--- config.mk ---
export PLATFORM = sky130hd
export DESIGN_NAME = rcs_ctrl
export DESIGN_NICKNAME = d
export VERILOG_FILES = /design/src/rcs_pkg.sv /design/src/rcs_ctrl.sv
export SDC_FILE = /design/constraint.sdc
export NUM_CORES = 1
export LEC_CHECK = 0
export ABC_AREA = 1
export BUFFER_PORTS_ARGS = -buffer_cell sky130_fd_sc_hd__buf_4
export CAP_MARGIN = 5
export CORE_ASPECT_RATIO = 1.1
export CORE_MARGIN = 5
export CORE_UTILIZATION = 49
export DETAILED_ROUTE_END_ITERATION = 6
export HOLD_SLACK_MARGIN = 0.05
export PLACE_DENSITY = 0.83
export SLEW_MARGIN = 5
export SYNTH_ARGS = -nofsm -noshare
export SYNTH_HDL_FRONTEND = slang
export SYNTH_SLANG_ARGS = --single-unit
--- constraint.sdc ---
create_clock -name clk -period 3 [get_ports clk]
set_clock_uncertainty 0.15 [all_clocks]
set_input_delay 0.45 -clock clk [delete_from_list [all_inputs] [get_ports clk]]
set_output_delay 0.45 -clock clk [all_outputs]
set_load 0.005 [all_outputs]
--- src/rcs_pkg.sv ---
// Package for the reset, clock gear and standby controller.
// Assumes a single 125 MHz system clock and an APB register port.
package rcs_pkg;

  // ----------------------------------------------------------------------
  // Register map and field positions
  // ----------------------------------------------------------------------
  localparam logic [11:0] SYS_CTRL_A_OFS = 12'h000;
  localparam logic [11:0] SYS_CTRL_B_OFS = 12'h004;
  localparam logic [11:0] MODE_CMD_OFS = 12'h008;
  localparam logic [11:0] STATUS_OFS = 12'h00c;
  localparam logic [11:0] VECTOR_OFS = 12'h010;

  // Control register A fields: oscillator enables and post-stop choices.
  localparam int MAIN_EN_BIT = 7;
  localparam int SUB_EN_BIT = 6;
  localparam int STOP_MAIN_BIT = 5;
  localparam int STOP_SUB_BIT = 4;
  localparam int STOP_CLK_BIT = 3;
  // Control register B fields.
  localparam int SYSCLK_SEL_BIT = 5;
  localparam int DIV_SEL_BIT = 3;
  localparam int GEAR_LSB = 0;

  localparam logic [7:0] SYS_CTRL_A_RST = 8'ha0;
  localparam logic [7:0] SYS_CTRL_B_RST = 8'h03;

  // Reset vector shared with the non-maskable interrupt.
  localparam logic [31:0] RESET_VECTOR = 32'hbfc0_0000;
  localparam logic [2:0] PLL_MULT = 3'h4;
  // Reset pin must be low at least this many system clock cycles.
  localparam logic [3:0] RESET_MIN_CYC = 4'hc;

  // ----------------------------------------------------------------------
  // Types
  // ----------------------------------------------------------------------
  typedef enum logic [2:0] {
    MODE_NORMAL = 3'b000,
    MODE_SLOW = 3'b001,
    MODE_SLEEP = 3'b010,
    MODE_STOP = 3'b011
  } rcs_mode_t;

  typedef enum logic [1:0] {
    CMD_NONE = 2'b00,
    CMD_SLOW = 2'b01,
    CMD_SLEEP = 2'b10,
    CMD_STOP = 2'b11
  } rcs_cmd_t;

  typedef struct packed {
    logic sys_clk_en;
    logic periph_clk_en;
    logic low_speed_only;
    logic main_osc_en;
    logic sub_osc_en;
  } rcs_clk_out_t;

endpackage : rcs_pkg

--- src/rcs_ctrl.sv ---
// Reset qualifier, clock gear, oscillator and standby mode controller.
// Assumes osc ticks are one-cycle enables made outside on clk, pins
// arrive asynchronously and are synchronised here.
//
// Overview of operation
// - On reset base clock follows bypass pin; gear resets to divide by 8.
// - After reset execution starts at the shared reset/NMI vector.
// - Reset returns control, mode, saved-mode and read data registers to reset values.
// - Reset makes every port pin a general-purpose input or output.
// - Bypass pin is sampled only during reset, ignored while running.
// - Enabled PLL gives four times the main oscillator frequency.
// - Gear divides base clock by 1, 2, 4 or 8 under software control.
// - Single-clock uses main oscillator; dual-clock adds the sub oscillator.
// - Leaving SLEEP returns to the mode held just before it.
// - Leaving STOP enters the state chosen in control register A.
// - System clock is geared or low-speed per select; ratio per gear field.
// - In SLOW the processor runs from the low-speed sub clock.
// - On low-speed clock the system clock runs from sub ticks; the peripheral clock stops.
// - Gear code 00 is undivided, 01 halves, higher codes divide further.
`timescale 1ns/1ps

module rcs_ctrl #(
  parameter int GEAR_W = 2
) (
  input wire logic clk, // System clock, 125 MHz.
  input wire logic resetn, // Asynchronous reset, active low.
  input wire logic reset_pin_n, // Raw reset pin, active low.
  input wire logic pll_bypass_pin, // Raw pin, high selects PLL.
  input wire logic main_osc_tick, // One pulse per main oscillator cycle.
  input wire logic sub_osc_tick, // One pulse per sub oscillator cycle.
  input wire logic wake_event, // Wake-up request, one-cycle pulse.
  input wire logic psel, // APB select.
  input wire logic penable, // APB enable.
  input wire logic pwrite, // APB direction.
  input wire logic [11:0] paddr, // APB byte address.
  input wire logic [31:0] pwdata, // APB write data.
  output logic [31:0] prdata, // APB read data.
  output logic pready, // APB ready.
  output logic pslverr, // APB error on unmapped address.
  output logic sys_reset_n, // Qualified system reset, active low.
  output logic [31:0] boot_vector, // Reset exception vector.
  output logic port_gpio_force, // Forces ports to general-purpose use.
  output logic base_tick, // Base clock enable pulse.
  output rcs_pkg::rcs_clk_out_t clk_out // Clock enables and oscillators.
);

  // ----------------------------------------------------------------------
  // Pin synchronisers
  // ----------------------------------------------------------------------
  logic [1:0] rst_sync_reg;
  logic [1:0] byp_sync_reg;

  // Two flip-flops before any logic reads a pin.
  always_ff @(posedge clk or negedge resetn) begin
    if (!resetn) begin
      rst_sync_reg <= 2'h0;
      byp_sync_reg <= 2'h0;
    end else begin
      rst_sync_reg <= {rst_sync_reg[0], reset_pin_n};
      byp_sync_reg <= {byp_sync_reg[0], pll_bypass_pin};
    end
  end

  // ----------------------------------------------------------------------
  // Reset qualification
  // ----------------------------------------------------------------------
  logic [3:0] low_cnt_reg, low_cnt_next;
  logic in_reset_reg, in_reset_next;
  logic pll_on_reg, pll_on_next;

  // Count low cycles; accept reset only after the minimum width.
  always_comb begin
    low_cnt_next = low_cnt_reg;
    in_reset_next = in_reset_reg;
    pll_on_next = pll_on_reg;
    if (!rst_sync_reg[1]) begin
      if (low_cnt_reg != rcs_pkg::RESET_MIN_CYC - 4'h1) begin
        low_cnt_next = low_cnt_reg + 4'h1;
      end else begin
        in_reset_next = 1'b1;
      end
    end else begin
      low_cnt_next = 4'h0;
      in_reset_next = 1'b0;
    end
    if (in_reset_reg) begin
      pll_on_next = byp_sync_reg[1];
    end
  end

  always_ff @(posedge clk or negedge resetn) begin
    if (!resetn) begin
      low_cnt_reg <= 4'h0;
      in_reset_reg <= 1'b1;
      pll_on_reg <= 1'b0;
    end else begin
      low_cnt_reg <= low_cnt_next;
      in_reset_reg <= in_reset_next;
      pll_on_reg <= pll_on_next;
    end
  end

  logic soft_rst;
  assign soft_rst = in_reset_reg;

  assign sys_reset_n = !in_reset_reg;
  assign port_gpio_force = in_reset_reg;
  assign boot_vector = rcs_pkg::RESET_VECTOR;

  // ----------------------------------------------------------------------
  // Base clock: PLL times four or direct
  // ----------------------------------------------------------------------
  logic [1:0] pll_ph_reg, pll_ph_next;
  logic pll_tick;

  // four enables per main oscillator cycle
  always_comb begin
    pll_ph_next = pll_ph_reg;
    pll_tick = 1'b0;
    if (main_osc_tick) begin
      pll_ph_next = 2'h1;
      pll_tick = 1'b1;
    end else if (pll_ph_reg != 2'h0) begin
      pll_ph_next = pll_ph_reg + 2'h1;
      pll_tick = 1'b1;
    end
  end

  always_ff @(posedge clk or negedge resetn) begin
    if (!resetn) begin
      pll_ph_reg <= 2'h0;
    end else begin
      pll_ph_reg <= pll_ph_next;
    end
  end

  assign base_tick = pll_on_reg ? pll_tick : main_osc_tick;

  // ----------------------------------------------------------------------
  // Registers and standby state
  // ----------------------------------------------------------------------
  logic [7:0] ctrl_a_reg, ctrl_a_next;
  logic [7:0] ctrl_b_reg, ctrl_b_next;
  rcs_pkg::rcs_mode_t mode_reg, mode_next;
  rcs_pkg::rcs_mode_t saved_reg, saved_next;
  logic [31:0] rdata_reg, rdata_next;
  logic wr, rd, hit;

  assign wr = psel && penable && pwrite;
  assign rd = psel && !penable && !pwrite;

  // Register writes, mode commands and wake handling.
  always_comb begin
    ctrl_a_next = ctrl_a_reg;
    ctrl_b_next = ctrl_b_reg;
    mode_next = mode_reg;
    saved_next = saved_reg;
    if (wr && paddr == rcs_pkg::SYS_CTRL_A_OFS) begin
      ctrl_a_next = pwdata[7:0];
    end else if (wr && paddr == rcs_pkg::SYS_CTRL_B_OFS) begin
      // divide select is software's to keep
      ctrl_b_next = pwdata[7:0] & 8'h3b;
    end else if (wr && paddr == rcs_pkg::MODE_CMD_OFS) begin
      case (rcs_pkg::rcs_cmd_t'(pwdata[1:0]))
        rcs_pkg::CMD_SLOW: begin
          mode_next = rcs_pkg::MODE_SLOW;
          ctrl_b_next[rcs_pkg::SYSCLK_SEL_BIT] = 1'b1;
        end
        rcs_pkg::CMD_SLEEP: begin
          saved_next = mode_reg;
          mode_next = rcs_pkg::MODE_SLEEP;
        end
        rcs_pkg::CMD_STOP: begin
          mode_next = rcs_pkg::MODE_STOP;
        end
        default: begin
          mode_next = rcs_pkg::MODE_NORMAL;
          ctrl_b_next[rcs_pkg::SYSCLK_SEL_BIT] = 1'b0;
        end
      endcase
    end
    if (wake_event) begin
      case (mode_reg)
        rcs_pkg::MODE_SLEEP: begin
          mode_next = saved_reg;
        end
        rcs_pkg::MODE_STOP: begin
          ctrl_a_next[rcs_pkg::MAIN_EN_BIT] =
            ctrl_a_reg[rcs_pkg::STOP_MAIN_BIT];
          ctrl_a_next[rcs_pkg::SUB_EN_BIT] = ctrl_a_reg[rcs_pkg::STOP_SUB_BIT];
          ctrl_b_next[rcs_pkg::SYSCLK_SEL_BIT] =
            ctrl_a_reg[rcs_pkg::STOP_CLK_BIT];
          mode_next = ctrl_a_reg[rcs_pkg::STOP_CLK_BIT] ?
            rcs_pkg::MODE_SLOW : rcs_pkg::MODE_NORMAL;
        end
        default: begin
          mode_next = mode_reg;
        end
      endcase
    end
  end

  // Read data is latched in the setup cycle.
  always_comb begin
    hit = 1'b1;
    rdata_next = rdata_reg;
    if (paddr == rcs_pkg::SYS_CTRL_A_OFS) begin
      rdata_next = {24'h0, ctrl_a_reg};
    end else if (paddr == rcs_pkg::SYS_CTRL_B_OFS) begin
      rdata_next = {24'h0, ctrl_b_reg};
    end else if (paddr == rcs_pkg::MODE_CMD_OFS) begin
      rdata_next = 32'h0;
    end else if (paddr == rcs_pkg::STATUS_OFS) begin
      rdata_next = {27'h0, pll_on_reg, mode_reg == rcs_pkg::MODE_SLOW,
        mode_reg};
    end else if (paddr == rcs_pkg::VECTOR_OFS) begin
      rdata_next = rcs_pkg::RESET_VECTOR;
    end else begin
      hit = 1'b0;
      rdata_next = 32'h0;
    end
    if (!rd) begin
      rdata_next = rdata_reg;
    end
  end

  always_ff @(posedge clk or negedge resetn) begin
    if (!resetn) begin
      ctrl_a_reg <= rcs_pkg::SYS_CTRL_A_RST;
      ctrl_b_reg <= rcs_pkg::SYS_CTRL_B_RST;
      mode_reg <= rcs_pkg::MODE_NORMAL;
      saved_reg <= rcs_pkg::MODE_NORMAL;
      rdata_reg <= 32'h0;
    end else if (soft_rst) begin
      // gear back to divide by eight
      ctrl_a_reg <= rcs_pkg::SYS_CTRL_A_RST;
      ctrl_b_reg <= rcs_pkg::SYS_CTRL_B_RST;
      mode_reg <= rcs_pkg::MODE_NORMAL;
      saved_reg <= rcs_pkg::MODE_NORMAL;
      rdata_reg <= 32'h0;
    end else begin
      ctrl_a_reg <= ctrl_a_next;
      ctrl_b_reg <= ctrl_b_next;
      mode_reg <= mode_next;
      saved_reg <= saved_next;
      rdata_reg <= rdata_next;
    end
  end

  assign pready = 1'b1;
  assign prdata = rdata_reg;
  assign pslverr = psel && penable && !hit;

  // ----------------------------------------------------------------------
  // Gear divider and system clock selection
  // ----------------------------------------------------------------------
  logic [2:0] gear_cnt_reg, gear_cnt_next;
  logic [GEAR_W-1:0] gear_act_reg, gear_act_next;
  logic sel_low_reg, sel_low_next;
  logic gear_tick;
  logic [2:0] gear_max;

  // code 00 undivided, 01 half, 10 quarter, 11 eighth
  // divide by 1, 2, 4 or 8
  assign gear_max = 3'((4'h1 << gear_act_reg) - 4'h1);
  assign gear_tick = base_tick && gear_cnt_reg == gear_max;

  // Ratio and source only change at a period boundary.
  always_comb begin
    gear_cnt_next = gear_cnt_reg;
    gear_act_next = gear_act_reg;
    sel_low_next = sel_low_reg;
    if (base_tick) begin
      gear_cnt_next = gear_tick ? 3'h0 : gear_cnt_reg + 3'h1;
    end
    // switch only on a whole period
    if (gear_tick || (sel_low_reg && sub_osc_tick)) begin
      gear_act_next = ctrl_b_reg[rcs_pkg::GEAR_LSB +: GEAR_W];
      sel_low_next = ctrl_b_reg[rcs_pkg::SYSCLK_SEL_BIT];
    end
  end

  always_ff @(posedge clk or negedge resetn) begin
    if (!resetn) begin
      gear_cnt_reg <= 3'h0;
      gear_act_reg <= GEAR_W'(rcs_pkg::SYS_CTRL_B_RST);
      sel_low_reg <= 1'b0;
    end else begin
      gear_cnt_reg <= gear_cnt_next;
      gear_act_reg <= gear_act_next;
      sel_low_reg <= sel_low_next;
    end
  end

  // low-speed leaves only a few blocks running
  always_comb begin
    clk_out.main_osc_en = ctrl_a_reg[rcs_pkg::MAIN_EN_BIT] &&
      mode_reg != rcs_pkg::MODE_STOP;
    clk_out.sub_osc_en = ctrl_a_reg[rcs_pkg::SUB_EN_BIT] &&
      mode_reg != rcs_pkg::MODE_STOP;
    clk_out.low_speed_only = sel_low_reg || mode_reg == rcs_pkg::MODE_SLEEP;
    clk_out.sys_clk_en = 1'b0;
    if (mode_reg == rcs_pkg::MODE_NORMAL || mode_reg == rcs_pkg::MODE_SLOW) begin
      clk_out.sys_clk_en = sel_low_reg ? sub_osc_tick : gear_tick;
    end
    clk_out.periph_clk_en = clk_out.sys_clk_en && !clk_out.low_speed_only;
  end

endmodule : rcs_ctrl

==> flow_metrics.py <==
metrics = {
    "timing": {
        "rsz0062_at_grt": "no",
        "relSlewSlack_pct": 61.7,
        "hold_viol": 0,
        "fmaxAchievable_mhz": 379,
        "fin_crit_sh_pct": 87.8,
        "period_needed_ps": 2640,
        "fin_tns_setup_ps": 0,
        "setup_ws_ps": 365,
        "maxSlewViolCount": 0,
        "holdWs_ps": 106,
        "setup_viol": 0,
        "tightest_slew_ps": 574,
    },
    "yosys": {
        "synth_edf_count": 0,
        "synth_warnings": 0,
        "avgSynthCellArea_sq_um": 8.54,
        "async_flop_share_pct": 100,
        "ys_seq_area_share_pct": 41.0,
        "synth.distinct_cells": 41,
        "synthTopCellsByArea": "dfrtp_1, buf_4, dfstp_2, nand2_1, inv_1",
        "yosysTopAreaCellShare_pct": 34.5,
        "synthesis.area_sq_mm": 0.00283,
        "synth_top_flop_cell": "dfrtp_1",
        "synth_seq_cells": 46,
        "syn_inst": 331,
        "synth_top_area_cell": "dfrtp_1",
    },
    "routing": {
        "vias": 2166,
        "dr.pass1.iters": 4,
        "postRouteWirelength_mm": 5.85,
        "postRouteAntennaNets": 0,
        "vias_per_cell": 4.72,
        "wl_per_cell_um": 12.7,
        "drc": 0,
        "drtIter0Drc": 154,
    },
    "finish": {
        "n_fill_cell": 537,
        "final_cell_mix": "buf_4, conb_1, nand2_1",
        "diodes": 0,
        "fin_cells": 459,
        "final_layout_size_suffix_gt1_share_pct": 26.7,
        "area_delta_synth_final_pct": 11.9,
        "largest_reg_flops": 9,
        "final_nets": 438,
        "mostFrequentLayoutCell": "buf_4",
    },
    "die": {
        "die_x_um": 82.4,
        "dieArea_sq_mm": 0.00739,
        "core_region_area_sq_mm": 0.00570,
        "die_h_um": 89.7,
        "rows": 29,
        "start_util_pct": 49.6,
        "pin_count": 128,
    },
    "pwr": {
        "p_per_area_mw_per_mm2": 493,
        "leakage_uw": 0.00167,
        "ir_worst_vdd_v": 0.000298,
        "fin_total_pwr_uw": 1560,
    },
    "placed_design": {
        "placed_cells": 450,
        "pre_cts_ws_ps": 691,
        "hpwlAfterDp_mm": 4.67,
        "place.gp.congestion": 0.903,
        "numPortBuffers": 55,
    },
    "critical_path": {
        "critPathMaxStageDelay_ps": 370,
        "worstPathArrival_ps": 2040,
        "cp_max_fo": 7,
        "crit_path_top_delay_cell": "dfrtp_1",
        "start_kind": "register",
        "worstPathCellList": "inv_1 -> ha_1 -> inv_2 -> a21oi_1 -> a31oi_1 -> nand4_1 -> o21ai_2 -> nand2_1 -> a21oi_1 -> buf_4",
        "setup.worst_path.class": "register to output port",
        "rrSetupSlack_ps": 1240,
        "path_buf_inv": 3,
        "cp_top_family": "compound AO/OA/AOI/OAI gates",
        "required_ps": 2400,
        "crit_top_cell": "a21oi_1",
        "endpoint_kind": "output port",
    },
    "global_route": {
        "antenna_found_initial": 0,
        "grt_overflow_total": 0,
        "grt_max_degree": 47,
        "grt_pass1_vias": 2084,
        "grt_use_total_pct": 16.9,
        "grt_pass1_wl_mm": 9.56,
    },
    "hold_path": {
        "min_path_type": "primary input to register",
    },
    "run_status": {
        "outcome": "complete, no violations",
    },
    "cts": {
        "clk_pin_slew_worst_paths_ps": 90,
        "htreeDepth": 2,
        "clock_latency_ps": 300,
        "clk_path_buf_depth": 2,
        "cts_tree": "yes",
        "cts_resized": 0,
        "cts-root-buf": "clkbuf_8",
        "cts.sinks": 46,
        "numCtsBuffers": 5,
    },
    "job": {
        "drv_cap": 0,
    },
}
[worst reg2reg max path, stage by stage (launching register included)]
cell and delay (ps):
dfrtp_1 370, inv_1 50, ha_1 250, inv_2 60
a21oi_1 90, a31oi_1 160, nand4_1 200, o21ai_2 190
nand2_1 90, o21ai_1 90
[stage by stage]
stage | cell area [sq um] | utilization (%)
global route | 3160 | 55.5
CTS | 3160 | 55.5
global placement | 3070 | 53.8
detailed placement | 3070 | 53.8
floorplan | 3000 | -
finish | 3160 | 55.5
[logic make-up after synthesis]
group                    after synthesis  synth area share (%)
other                                  2                 0.266
adder cells (fa/ha/maj)                3                  1.33
buffers and inverters                103                  21.5
flip-flops                            46                  41.0
AO/OA/AOI/OAI                         54                  13.0
XOR/XNOR                               5                  1.55
AND/OR/NAND/NOR                      118                  21.3
[layer usage]
| metal | track usage [%] | up-vias | share of wire (%) |
|---|---|---|---|
| li1 | - | 1081 | - |
| met1 | 21.1 | 1010 | 39 |
| met2 | 29.0 | 67 | 53 |
| met3 | 3.39 | 8 | 6.5 |
| met4 | 6.04 | 0 | 1.7 |
| met5 | 0 | - | 0 |
[final cells by class]
cell class	instances	area [sq um]	area share, %
inverter	44	166	5.26
clock buffer	6	72.6	2.29
sequential	46	1160	36.7
multi-input combinational	228	1230	38.9
clock inverter	2	13.8	0.435
tap	77	96.3	3.05
timing repair buffer	56	423	13.4
[cell usage after synthesis (4+ instances only)]
library cell  number
dfstp_2            7
nand2_1           43
a21oi_1           13
o211ai_1           5
o22ai_1            4
nand3_1           20
nand4_1            7
dfrtp_1           39
buf_4             56
nor2_1            28
o21ai_1           10
o21ai_0            6
inv_2              9
inv_1             34
nand2_2            6
[power by group]
group	switching (uW)	internal, uW
registers	65.1	717
logic	230	175
clock network	207	165
total	502	1060
[final timing paths]
| check | startpoint | end | cells past startpoint |
|---|---|---|---|
| worst max-delay path | pll_ph_reg[0] | clk_out[4] | 10 |
| worst min-delay path | pll_bypass_pin | byp_sync_reg[0] | 1 |
| worst max register to register | pll_ph_reg[0] | gear_act_reg[1] | 9 |
| worst min register to register | rst_sync_reg[0] | rst_sync_reg[1] | 0 |
| max in group asynchronous | resetn | ctrl_a_reg[7] | 2 |
| min in group asynchronous | resetn | gear_cnt_reg[1] | 2 |
[repair_timing]
item / 4_1_cts / 5_1_grt
hold buffers: 1 / 0
setup buffers: 0 / 0
endpoints found under the hold margin: 39 / 0
Power figures use the tool's default switching activity.
